## src/core/srm_regs.svh

```systemverilog
// Register offsets, field positions, reset values and timing figures of the receive status monitor.
// Assumes a 250 MHz pclk and an APB byte address of eight bits.
`ifndef SRM_REGS_SVH
`define SRM_REGS_SVH
// Register byte offsets and the ancillary block selects on paddr[7:6].
`define SRM_ANC_POS 8'h00
`define SRM_STATUS 8'h04
`define SRM_FMT 8'h08
`define SRM_CRC_ERR 8'h0c
`define SRM_FRAME_REF 8'h10
`define SRM_FRAME_CYC 8'h14
`define SRM_HD_ANC_BLK 2'h1
`define SRM_CP_ANC_BLK 2'h2
// Reset values.
`define SRM_ANC_LINE_RST 11'h008
`define SRM_ANC_HPOS_RST 12'h000
`define SRM_FRAME_REF_RST 32'h0000_0000
// Timing figures, in ns, and the clock rate in MHz.
`define SRM_CLK_MHZ 250
`define SRM_STUCK_NS 10000
`define SRM_LOCK_LOSS_NS 100000
// Sync preambles and flag bits of the code words.
`define SRM_TRS_P0 10'h3ff
`define SRM_TRS_P1 10'h000
`define SRM_TRS_P2 10'h000
`define SRM_CP_P0 10'h2aa
`define SRM_CP_P1 10'h155
`define SRM_CP_P2 10'h2aa
`define SRM_XYZ_F 8
`define SRM_XYZ_V 7
`define SRM_XYZ_H 6
`define SRM_CP_FRAME 9
`define SRM_CP_ANC 8
// Checksum, ancillary and counter figures.
`define SRM_CRC_POLY 18'h00031
`define SRM_LN_WORDS 2'h2
`define SRM_ANC_WORDS 5'h10
`define SRM_FRAC_SHIFT 11
`define SRM_ERR_MAX 16'hffff
`endif

```

## src/core/srm_pkg.sv

```systemverilog
// Types shared by the receive status monitor modules.
// Assumes nothing beyond a SystemVerilog compiler.
`default_nettype none
package srm_pkg;
    // One received ten-bit word with its valid strobe.
    typedef struct packed {
        logic valid;
        logic [9:0] word;
    } srm_rx_t;
    // A sync hit and the code word that followed the preamble.
    typedef struct packed {
        logic hit;
        logic [9:0] code;
    } srm_hit_t;
    // Checksum capture sequence, one-hot.
    typedef enum logic [3:0] {
        S_IDLE = 4'h1,
        S_SKIP = 4'h2,
        S_CRC0 = 4'h4,
        S_CRC1 = 4'h8
    } srm_crc_st_t;
endpackage
`default_nettype wire

```

## src/core/srm_code_search.sv

```systemverilog
// Sync code searcher: flags the word that follows a three-word preamble.
// Assumes word-aligned input, one word per valid strobe.
`default_nettype none
module srm_code_search import srm_pkg::*; #(
    parameter logic [9:0] P0 = 10'h000,
    parameter logic [9:0] P1 = 10'h000,
    parameter logic [9:0] P2 = 10'h000
) (
    // Clock and reset.
    input wire logic pclk,
    input wire logic presetn,
    // Word stream in, hit out (same cycle as the code word).
    input wire srm_rx_t rx,
    output srm_hit_t found
);
    logic [9:0] h0_reg, h1_reg, h2_reg; // Last three words, oldest in h2.

    // ---------------------------------------------------------------
    // History shift
    // ---------------------------------------------------------------
    // Shift only on valid words so gaps in the stream do not break a match.
    always_ff @(posedge pclk or negedge presetn)
    begin
        if (!presetn)
        begin
            h0_reg <= 10'h000;
            h1_reg <= 10'h000;
            h2_reg <= 10'h000;
        end
        else if (rx.valid)
        begin
            h0_reg <= rx.word;
            h1_reg <= h0_reg;
            h2_reg <= h1_reg;
        end
    end

    // A hit marks the code word itself, so the caller sees its flag bits directly.
    assign found = '{hit: rx.valid && h2_reg == P0 && h1_reg == P1 && h0_reg == P2, code: rx.word};
endmodule
`default_nettype wire

```

## src/core/srm_crc18.sv

```systemverilog
// Checksum engine: x^18 + x^5 + x^4 + 1 over ten-bit words, LSB first.
// Assumes the caller gates the enable and pulses the clear between lines or packets.
`include "srm_regs.svh"
`default_nettype none
module srm_crc18 (
    // Clock and reset.
    input wire logic pclk,
    input wire logic presetn,
    // Control and data.
    input wire logic en,
    input wire logic clr,
    input wire logic [9:0] data,
    // Running checksum.
    output logic [17:0] crc
);
    // One word step; the loop unrolls to plain xor trees.
    function automatic logic [17:0] crc_step(input logic [17:0] c, input logic [9:0] d);
        logic [17:0] r;
        logic fb;
        r = c;
        fb = 1'b0;
        for (int i = 0; i < 10; i++)
        begin
            fb = r[17] ^ d[i];
            r = {r[16:0], 1'b0} ^ (fb ? `SRM_CRC_POLY : 18'h00000);
        end
        return r;
    endfunction

    // ---------------------------------------------------------------
    // Accumulator
    // ---------------------------------------------------------------
    // Clear wins over a word in the same cycle; the caller never asks for both.
    always_ff @(posedge pclk or negedge presetn)
    begin
        if (!presetn)
            crc <= 18'h00000;
        else if (clr)
            crc <= 18'h00000;
        else if (en)
            crc <= crc_step(crc, data);
    end
endmodule
`default_nettype wire

```

## src/core/srm_rx_status_monitor.sv

```systemverilog
// Receive status monitor: signal presence, sync search, format detection,
// checksum error counting and ancillary word capture, behind an APB slave.
// Assumes a word-aligned, descrambled ten-bit luma stream synchronous to pclk.
//
// Chosen here: the register offsets and the APB slave port.
`include "srm_regs.svh"
`default_nettype none
module srm_rx_status_monitor import srm_pkg::*; #(
    parameter int LOCK_LOSS_CYC = (`SRM_LOCK_LOSS_NS * `SRM_CLK_MHZ) / 1000
) (
    // Clock and global reset (active low, asynchronous).
    input wire logic pclk,
    input wire logic presetn,
    // APB slave.
    input wire logic psel,
    input wire logic penable,
    input wire logic pwrite,
    input wire logic [7:0] paddr,
    input wire logic [31:0] pwdata,
    output logic [31:0] prdata,
    output logic pready,
    output logic pslverr,
    // Receive data path.
    input wire srm_rx_t rx,
    input wire logic cdr_lock,
    input wire logic decoder_active,
    // External equalizer detect pins.
    input wire logic ext_eq_detect_a,
    input wire logic ext_eq_detect_b,
    // Signal presence.
    output logic signal_present
);
    localparam int STUCK_CYC = (`SRM_STUCK_NS * `SRM_CLK_MHZ) / 1000;

    srm_hit_t trs_hit, cp_hit; // Sync hits from the two searchers.
    logic hd_lock_reg, cp_lock_reg; // Searcher lock flags.
    logic [16:0] hd_idle_reg, cp_idle_reg; // Cycles since last hit.
    logic [9:0] prev_word_reg; // Last word, for transition check.
    logic [11:0] stuck_cnt_reg; // Cycles without a transition.
    logic stuck_reg; // Input stuck at one level.
    srm_crc_st_t st_reg; // Checksum capture state.
    logic [1:0] skip_reg; // Line number words left to skip.
    logic [8:0] crc_lo_reg; // First received checksum word.
    logic [17:0] crc_calc; // Recomputed checksum.
    logic crc_clr; // End of a checked line or packet.
    logic crc_bad_reg; // Mismatch pulse.
    logic [15:0] crc_err_reg; // Saturating error count.
    logic [15:0] pix_cnt_reg, ppl_reg; // Words since EAV, words per line.
    logic [15:0] line_cnt_reg, lpf_reg; // Lines since frame start, lines per frame.
    logic prev_v_reg, il_seen_reg, interlaced_reg, frac_reg; // Scan and rate state.
    logic [31:0] fcyc_cnt_reg, fcyc_reg, fref_reg; // Frame period and reference.
    logic [10:0] anc_line_reg; // HD ancillary line.
    logic [11:0] anc_hpos_reg; // HD ancillary position.
    logic [9:0] hd_shadow[16], hd_anc[16], cp_shadow[16], cp_anc[16]; // Ancillary sets.
    logic cp_arm_reg; // Next packet gap carries ancillary words.
    logic [4:0] cp_left_reg; // Compressed ancillary words still to take.
    logic access, wr_do, rd_ok; // APB decode.
    logic [31:0] rd_data; // Read mux.

    wire comp_mode = cp_lock_reg && !hd_lock_reg; // Priority to standard sync.
    wire eav = trs_hit.hit && trs_hit.code[`SRM_XYZ_H];
    wire sync_end = comp_mode ? cp_hit.hit : eav;
    wire hd_fs = eav && !comp_mode && trs_hit.code[`SRM_XYZ_V] && !trs_hit.code[`SRM_XYZ_F] && !prev_v_reg;
    wire cp_fs = cp_hit.hit && comp_mode && cp_hit.code[`SRM_CP_FRAME];
    wire frame_start = hd_fs || cp_fs;

    // ---------------------------------------------------------------
    // Word aligners
    // ---------------------------------------------------------------
    // Both searchers run at once; the lock flags choose the mode.
    srm_code_search #(.P0(`SRM_TRS_P0), .P1(`SRM_TRS_P1), .P2(`SRM_TRS_P2)) u_trs_search (
        .pclk(pclk),
        .presetn(presetn),
        .rx(rx),
        .found(trs_hit)
    );
    srm_code_search #(.P0(`SRM_CP_P0), .P1(`SRM_CP_P1), .P2(`SRM_CP_P2)) u_cp_search (
        .pclk(pclk),
        .presetn(presetn),
        .rx(rx),
        .found(cp_hit)
    );

    // Lock holds until no hit for the loss time; long lines stay well inside it.
    always_ff @(posedge pclk or negedge presetn)
    begin
        if (!presetn)
        begin
            hd_lock_reg <= 1'b0;
            hd_idle_reg <= 17'h00000;
            cp_lock_reg <= 1'b0;
            cp_idle_reg <= 17'h00000;
        end
        else
        begin
            if (trs_hit.hit)
            begin
                hd_lock_reg <= 1'b1;
                hd_idle_reg <= 17'h00000;
            end
            else if (hd_lock_reg)
            begin
                hd_lock_reg <= hd_idle_reg != 17'(LOCK_LOSS_CYC - 1);
                hd_idle_reg <= hd_idle_reg + 17'h00001;
            end
            if (cp_hit.hit)
            begin
                cp_lock_reg <= 1'b1;
                cp_idle_reg <= 17'h00000;
            end
            else if (cp_lock_reg)
            begin
                cp_lock_reg <= cp_idle_reg != 17'(LOCK_LOSS_CYC - 1);
                cp_idle_reg <= cp_idle_reg + 17'h00001;
            end
        end
    end

    // ---------------------------------------------------------------
    // Signal presence
    // ---------------------------------------------------------------
    // A word that never changes means the line is stuck or absent.
    always_ff @(posedge pclk or negedge presetn)
    begin
        if (!presetn)
        begin
            prev_word_reg <= 10'h000;
            stuck_cnt_reg <= 12'h000;
            stuck_reg <= 1'b0;
            signal_present <= 1'b0;
        end
        else
        begin
            if (rx.valid)
                prev_word_reg <= rx.word;
            if (rx.valid && rx.word != prev_word_reg)
            begin
                stuck_cnt_reg <= 12'h000;
                stuck_reg <= 1'b0;
            end
            else if (stuck_cnt_reg == 12'(STUCK_CYC - 1))
                stuck_reg <= 1'b1;
            else
                stuck_cnt_reg <= stuck_cnt_reg + 12'h001;
            signal_present <= cdr_lock && decoder_active && !stuck_reg;
        end
    end

    // ---------------------------------------------------------------
    // Checksum capture and compare
    // ---------------------------------------------------------------
    // HD skips the two line number words after EAV; compressed packets carry none.
    always_ff @(posedge pclk or negedge presetn)
    begin
        if (!presetn)
        begin
            st_reg <= S_IDLE;
            skip_reg <= 2'h0;
            crc_lo_reg <= 9'h000;
            crc_bad_reg <= 1'b0;
        end
        else
        begin
            crc_bad_reg <= 1'b0;
            unique case (st_reg)
                S_IDLE:
                    if (sync_end)
                    begin
                        st_reg <= comp_mode ? S_CRC0 : S_SKIP;
                        skip_reg <= `SRM_LN_WORDS;
                    end
                S_SKIP:
                    if (rx.valid)
                    begin
                        skip_reg <= skip_reg - 2'h1;
                        if (skip_reg == 2'h1)
                            st_reg <= S_CRC0;
                    end
                S_CRC0:
                    if (rx.valid)
                    begin
                        crc_lo_reg <= rx.word[8:0];
                        st_reg <= S_CRC1;
                    end
                S_CRC1:
                    if (rx.valid)
                    begin
                        crc_bad_reg <= {rx.word[8:0], crc_lo_reg} != crc_calc;
                        st_reg <= S_IDLE;
                    end
            endcase
        end
    end

    assign crc_clr = st_reg == S_CRC1 && rx.valid;

    // The received checksum words are kept out of the running sum.
    srm_crc18 u_crc (
        .pclk(pclk),
        .presetn(presetn),
        .en(rx.valid && (st_reg == S_IDLE || st_reg == S_SKIP)),
        .clr(crc_clr),
        .data(rx.word),
        .crc(crc_calc)
    );

    // A mismatch in the cycle of a software clear still counts, so none is lost.
    always_ff @(posedge pclk or negedge presetn)
    begin
        if (!presetn)
            crc_err_reg <= 16'h0000;
        else if (crc_bad_reg)
        begin
            if (wr_do && paddr == `SRM_CRC_ERR)
                crc_err_reg <= 16'h0001;
            else if (crc_err_reg != `SRM_ERR_MAX)
                crc_err_reg <= crc_err_reg + 16'h0001;
        end
        else if (wr_do && paddr == `SRM_CRC_ERR)
            crc_err_reg <= 16'h0000;
    end

    // ---------------------------------------------------------------
    // Format detector
    // ---------------------------------------------------------------
    // Line length from EAV spacing, frame from V rising in field one.
    always_ff @(posedge pclk or negedge presetn)
    begin
        if (!presetn)
        begin
            pix_cnt_reg <= 16'h0000;
            ppl_reg <= 16'h0000;
            line_cnt_reg <= 16'h0000;
            lpf_reg <= 16'h0000;
            prev_v_reg <= 1'b0;
            il_seen_reg <= 1'b0;
            interlaced_reg <= 1'b0;
        end
        else if (eav && !comp_mode)
        begin
            pix_cnt_reg <= 16'h0000;
            ppl_reg <= pix_cnt_reg + 16'h0001;
            prev_v_reg <= trs_hit.code[`SRM_XYZ_V];
            if (hd_fs)
            begin
                line_cnt_reg <= 16'h0001;
                lpf_reg <= line_cnt_reg;
                interlaced_reg <= il_seen_reg;
                il_seen_reg <= 1'b0;
            end
            else
            begin
                line_cnt_reg <= line_cnt_reg + 16'h0001;
                il_seen_reg <= il_seen_reg || trs_hit.code[`SRM_XYZ_F];
            end
        end
        else if (rx.valid)
            pix_cnt_reg <= pix_cnt_reg + 16'h0001;
    end

    // A frame longer than the reference by more than half the 1/1001 step is fractional.
    always_ff @(posedge pclk or negedge presetn)
    begin
        if (!presetn)
        begin
            fcyc_cnt_reg <= 32'h0000_0000;
            fcyc_reg <= 32'h0000_0000;
            frac_reg <= 1'b0;
        end
        else if (frame_start)
        begin
            fcyc_cnt_reg <= 32'h0000_0001;
            fcyc_reg <= fcyc_cnt_reg;
            frac_reg <= fref_reg != 32'h0 && fcyc_cnt_reg > fref_reg + (fref_reg >> `SRM_FRAC_SHIFT);
        end
        else
            fcyc_cnt_reg <= fcyc_cnt_reg + 32'h0000_0001;
    end

    // ---------------------------------------------------------------
    // Ancillary capture
    // ---------------------------------------------------------------
    // Shadows fill during the frame and are copied out whole at frame start.
    always_ff @(posedge pclk or negedge presetn)
    begin
        if (!presetn)
        begin
            for (int i = 0; i < 16; i++)
            begin
                hd_shadow[i] <= 10'h000;
                hd_anc[i] <= 10'h000;
                cp_shadow[i] <= 10'h000;
                cp_anc[i] <= 10'h000;
            end
            cp_arm_reg <= 1'b0;
            cp_left_reg <= 5'h00;
        end
        else
        begin
            if (rx.valid && !comp_mode && line_cnt_reg == 16'(anc_line_reg)
                && pix_cnt_reg >= 16'(anc_hpos_reg) && pix_cnt_reg < 16'(anc_hpos_reg) + 16'(`SRM_ANC_WORDS))
                hd_shadow[4'(pix_cnt_reg - 16'(anc_hpos_reg))] <= rx.word;
            if (hd_fs)
                hd_anc <= hd_shadow;
            if (cp_hit.hit && comp_mode)
                cp_arm_reg <= cp_hit.code[`SRM_CP_ANC];
            if (crc_clr && comp_mode && cp_arm_reg)
                cp_left_reg <= `SRM_ANC_WORDS;
            else if (cp_left_reg != 5'h00 && rx.valid && st_reg == S_IDLE)
            begin
                cp_shadow[4'(`SRM_ANC_WORDS - cp_left_reg)] <= rx.word;
                cp_left_reg <= cp_left_reg - 5'h01;
            end
            if (cp_fs)
                cp_anc <= cp_shadow;
        end
    end

    // ---------------------------------------------------------------
    // APB slave
    // ---------------------------------------------------------------
    // One wait state: data and pready come from flops a cycle after the access phase.
    assign access = psel && penable && !pready;
    assign wr_do = psel && penable && pready && pwrite;

    // Read mux; anything unlisted or misaligned answers with an error.
    always_comb
    begin
        rd_ok = paddr[1:0] == 2'h0;
        rd_data = 32'h0000_0000;
        if (paddr[7:6] == `SRM_HD_ANC_BLK)
            rd_data = {22'h0, hd_anc[paddr[5:2]]};
        else if (paddr[7:6] == `SRM_CP_ANC_BLK)
            rd_data = {22'h0, cp_anc[paddr[5:2]]};
        else
            unique case (paddr)
                `SRM_ANC_POS: rd_data = {4'h0, anc_hpos_reg, 5'h00, anc_line_reg};
                `SRM_STATUS: rd_data = {24'h0, frac_reg, interlaced_reg, cp_lock_reg, hd_lock_reg,
                    comp_mode, ext_eq_detect_b, ext_eq_detect_a, signal_present};
                `SRM_FMT: rd_data = {lpf_reg, ppl_reg};
                `SRM_CRC_ERR: rd_data = {16'h0, crc_err_reg};
                `SRM_FRAME_REF: rd_data = fref_reg;
                `SRM_FRAME_CYC: rd_data = fcyc_reg;
                default: rd_ok = 1'b0;
            endcase
    end

    // Answer flops.
    always_ff @(posedge pclk or negedge presetn)
    begin
        if (!presetn)
        begin
            pready <= 1'b0;
            pslverr <= 1'b0;
            prdata <= 32'h0000_0000;
        end
        else
        begin
            pready <= access;
            pslverr <= access && !rd_ok;
            prdata <= (access && !pwrite && rd_ok) ? rd_data : 32'h0000_0000;
        end
    end

    // Writable registers take effect at the edge that completes the transfer.
    always_ff @(posedge pclk or negedge presetn)
    begin
        if (!presetn)
        begin
            anc_line_reg <= `SRM_ANC_LINE_RST;
            anc_hpos_reg <= `SRM_ANC_HPOS_RST;
            fref_reg <= `SRM_FRAME_REF_RST;
        end
        else if (wr_do && paddr == `SRM_ANC_POS)
        begin
            anc_line_reg <= pwdata[10:0];
            anc_hpos_reg <= pwdata[27:16];
        end
        else if (wr_do && paddr == `SRM_FRAME_REF)
            fref_reg <= pwdata;
    end
endmodule
`default_nettype wire

```

## config.mk

```make
export PLATFORM = sky130hd
export DESIGN_NAME = srm_rx_status_monitor
export DESIGN_NICKNAME = d
export VERILOG_FILES = /design/src/core/srm_pkg.sv /design/src/core/srm_code_search.sv /design/src/core/srm_crc18.sv /design/src/core/srm_rx_status_monitor.sv
export VERILOG_INCLUDE_DIRS = /design/src /design/src/core
export SDC_FILE = /design/constraint.sdc
export NUM_CORES = 2
export LEC_CHECK = 0
export ABC_AREA = 1
export BUFFER_PORTS_ARGS = -buffer_cell sky130_fd_sc_hd__buf_2
export CAP_MARGIN = 0
export CORE_ASPECT_RATIO = 1.5
export CORE_MARGIN = 2
export CORE_UTILIZATION = 55
export CTS_CLUSTER_DIAMETER = 80
export DETAILED_ROUTE_END_ITERATION = 7
export PLACE_DENSITY = 0.71
export RECOVER_POWER = 100
export SYNTH_ARGS = -nofsm -noshare
export SYNTH_HDL_FRONTEND = slang
export SYNTH_SLANG_ARGS = --single-unit
export TNS_END_PERCENT = 50
```

## constraint.sdc

```tcl
create_clock -name pclk -period 3.25 [get_ports pclk]
set_input_delay 0.325 -clock pclk [delete_from_list [all_inputs] [get_ports pclk]]
set_output_delay 0.325 -clock pclk [all_outputs]
set_load 0.1 [all_outputs]
```

==> metrics list <==
- Run status: finished, violations left
- Violations in the final reports: max-capacitance violations, max-slew violations
- For this run, the leading register cell type out of synthesis is sky130_fd_sc_hd__dfrtp_1.
* Count of unique library cells instantiated by Yosys: 57
* CTS Root Cell: sky130_fd_sc_hd__clkbuf_16
* Number of vias after detailed routing: 42300
- Data required time at the worst endpoint: 3.82 ns
- Mean area per synthesized cell: 8.07 sq um
- Final setup fails: 0
- The repair_antennas step left the layout with diodes totalling 0.
- Of the cells placed in the final design, the portion with a size suffix greater than 1 is 0.0792.
- The hold violation count in the final report came to 0.
- In this run the deepest clock path goes through 3 buffers.
* Maximum clock skew at final layout: 0.0249 ns
* Depth of the CTS H-tree: 3
- Pwr Density: 532 nW/um^2
- Most frequent cells in the layout: sky130_fd_sc_hd__nand2_1 (2025), sky130_fd_sc_hd__dfrtp_1 (992), sky130_fd_sc_hd__nor2_1 (526)
- Peak Freq: 321 MHz
- Most frequent standard cell in the layout excluding fill and tap cells: sky130_fd_sc_hd__nand2_1
* Slew at the pin with the worst max-slew slack: 2.88 ns
- Vias/cell: 5.79
- The core region is 86400 sq um.
- Post-synthesis instance area: 47900 sq um
- Pin placement for this block handled 95 I/O pins.
- Layout overhead on the synthesized area: 12.9%
- TritonCTS clock tree: built
* Placement-stage cell area: 50500 sq um
- Final Instance Area: 54100 sq um
* Count of flip-flops with a built-in enable after synthesis: 0
- Dividing the detail-routed wire length by the instance count gives 20.9 microns.
- DRC Markers: 0
* Antenna violations before repair: 4
* Hold/Removal Path Class: in -> reg
- The first TritonRoute pass finished after 6 iterations.
- The die is 366 microns tall.
- Post-synthesis net count: 6093
- The most critical setup path has its startpoint at fref_reg[4]$_DFFE_PN0P_.
- The via count of the first global-routing pass came to 41000.
- The worst pin sits at a relative slew slack of -0.920.
- Count of clock tree sinks: 997
* Worst setup slack for register-to-register paths: 0.14 ns
* Number of synthesized register bits: 997
- CP Max Fanout: 4
- Total congestion overflow after global routing: 0
- STA classifies the critical path startpoint as a flip-flop.
* Number of nets in the layout: 6235
- Count of warnings emitted by yosys: 0
* Largest net degree at the start of global routing: 161
- Sequential cell fraction of total power: 0.456
* Final min period: 3.11 ns
* LEAKAGE: 27.6 nW
* Switching power share of the total: 0.282
- Logic pwr share: 0.134
* Later-pin clock latency in the skew report: 0.70 ns
* Post-Route Utilization: 0.627
- After clock tree synthesis, the clock-pin slew on the worst setup and hold paths is 0.07 ns.
- The final layout contains routed wiring with a total length of 153 mm.
- R2r endpoint: frac_reg$_DFFE_PN0N_
* Post-synth ARST share: 1.00
* Critical path type: reg -> reg
- Synthesis handed over a netlist of 5943 instances.
* FILL cells: 7653
* Num CTS Buffers: 97
- Clock network fraction of total power: 0.411
* Die Footprint: 89600 sq um
- Initial cell density of the core: 0.555
- The first global-routing pass estimated 236 mm of wire.
* Final Cycle Share: 0.958
- Internal Pwr Total: 20.7 mW
- In this run the most critical hold path is launched from pwdata[25].
* Final max-slew violation count: 68
- Once detail routing completed, the nets flagged for antenna violations numbered 0.
* Half-perimeter wire length of the detailed placement result: 103 mm
- Data on the critical path arrives at its endpoint at 3.69 ns.
* Switching component of the power: 8.12 mW
* Std-Cell Rows: 132
- Sequential share of the synthesized area: 0.520
* Worst r2r path cells: 17
* Starting DRC count in detailed routing: 3691
- Crit path capture: frac_reg$_DFFE_PN0N_
- Die extent in x: 245 microns
- MaxCap Viol Count: 1
- The design draws 28.8 mW.
* CP endpoint kind: flip-flop
- Critical register-to-register path startpoint: fref_reg[4]$_DFFE_PN0P_
* VDD IR max: 473 uV
* Quantity of I/O buffers inserted on ports: 94
- Total track usage: 0.342
- Routability-driven placement finished with a final weighted congestion of 1.04.
how the worst min path moves through the flow:
stage,to,slack [ns],depth (start not counted)
after floorplan,anc_hpos_reg[0]$_DFFE_PN0P_,0.03,0
after global routing,anc_hpos_reg[5]$_DFFE_PN0P_,0.06,3
after detailed placement,cp_anc[128]$_DFFE_PN0P_,0.42,1
final,anc_hpos_reg[9]$_DFFE_PN0P_,0.04,3
after global placement,cp_anc[128]$_DFFE_PN0P_,0.44,1
after CTS,anc_hpos_reg[9]$_DFFE_PN0P_,0.005,3
per-stage QoR:
step	hold slack, ns	cells	setup slack (ns)	setup TNS (ns)
after floorplan	0.0294	5943	0.309	0
after global placement	0.437	7077	0.0856	0
after detailed placement	0.418	7077	0.0784	0
after CTS	0.00479	7291	0.0537	0
after global routing	0.0646	7302	-0.0498	-0.0498
final	0.0440	7302	0.137	0
metal layers:
layer / vias to the layer above / track usage / routed length, microns
met5: - / 0 / 36
met4: 6 / 0.201 / 9690
met3: 420 / 0.0494 / 10900
met2: 1703 / 0.564 / 73200
met1: 20400 / 0.429 / 58700
li1: 19700 / - / -
power groups by stage:
stage | combinational (mW) | clock (mW) | sequential [mW]
global placement | 3.66 | 0 | 13.3
floorplan | 2.25 | 0 | 13.3
detailed placement | 3.71 | 0 | 13.4
finish | 3.85 | 11.8 | 13.1
global route | 4.20 | 12.5 | 13.2
CTS | 3.78 | 11.9 | 13.1
synthesized netlist by cell type (19+ instances only):
| cell | count | area share |
|---|---|---|
| sky130_fd_sc_hd__o22ai_1 | 114 | 0.015 |
| sky130_fd_sc_hd__ha_1 | 88 | 0.023 |
| sky130_fd_sc_hd__nand3_1 | 330 | 0.034 |
| sky130_fd_sc_hd__nand2_1 | 2029 | 0.16 |
| sky130_fd_sc_hd__dfrtp_1 | 995 | 0.52 |
| sky130_fd_sc_hd__clkbuf_1 | 192 | 0.015 |
| sky130_fd_sc_hd__xnor2_1 | 38 | 0.0069 |
| sky130_fd_sc_hd__a21oi_1 | 132 | 0.014 |
| sky130_fd_sc_hd__or2_2 | 24 | 0.0031 |
| sky130_fd_sc_hd__buf_6 | 19 | 0.0045 |
| sky130_fd_sc_hd__buf_2 | 87 | 0.0091 |
| sky130_fd_sc_hd__xor2_1 | 92 | 0.017 |
| sky130_fd_sc_hd__nand4_1 | 243 | 0.032 |
| sky130_fd_sc_hd__nor2_1 | 526 | 0.041 |
| sky130_fd_sc_hd__nor3_1 | 82 | 0.0086 |
| sky130_fd_sc_hd__nor4_1 | 21 | 0.0027 |
| sky130_fd_sc_hd__o21ai_0 | 441 | 0.046 |
| sky130_fd_sc_hd__inv_1 | 345 | 0.027 |
layout make-up:
cell class | instances | area, sq um | area share
sequential | 997 | 25000 | 0.461
tap | 1139 | 1430 | 0.0263
clock inverter | 38 | 484 | 0.00895
multi-input combinational | 4271 | 20300 | 0.375
clock buffer | 139 | 2820 | 0.0521
inverter | 357 | 1340 | 0.0248
timing repair buffer | 361 | 2780 | 0.0514
critical path, cell delays in order (launching register included):
cell	delay (ns)
sky130_fd_sc_hd__dfrtp_1	0.44
sky130_fd_sc_hd__ha_1	0.37
sky130_fd_sc_hd__a21oi_1	0.21
sky130_fd_sc_hd__nor2_1	0.06
sky130_fd_sc_hd__nor2_1	0.08
sky130_fd_sc_hd__nand2_1	0.13
sky130_fd_sc_hd__nand2_1	0.09
sky130_fd_sc_hd__nand3_1	0.12
sky130_fd_sc_hd__buf_4	0.17
sky130_fd_sc_hd__xnor2_1	0.15
sky130_fd_sc_hd__ha_1	0.31
sky130_fd_sc_hd__nand2_1	0.13
sky130_fd_sc_hd__nor4_4	0.33
sky130_fd_sc_hd__nand2_1	0.09
sky130_fd_sc_hd__nor2_1	0.10
sky130_fd_sc_hd__nor2_1	0.05
sky130_fd_sc_hd__nand3_1	0.09
sky130_fd_sc_hd__nand2_1	0.07
repair_timing:
item,4_1_cts,5_1_grt
resized for setup,0,30
setup buffers,0,10
hold buffers,37,0
hold endpoints to repair,96,0
endpoints found under the setup margin,0,148
cells by family (layout without fill, tap and decap cells):
group | Yosys count | in the layout | share of synthesized area
and+or+nand+nor | 3299 | 3300 | 0.288
DFF | 997 | 997 | 0.520
AOI/OAI and AO/OA | 748 | 748 | 0.0845
buffers and inverters | 676 | 895 | 0.0592
xor gates and xnor gates | 130 | 130 | 0.0238
adders and majority gates | 90 | 90 | 0.0238
muxes | 3 | 3 | 0.000626
No activity file was read; power rests on OpenSTA's default activity.
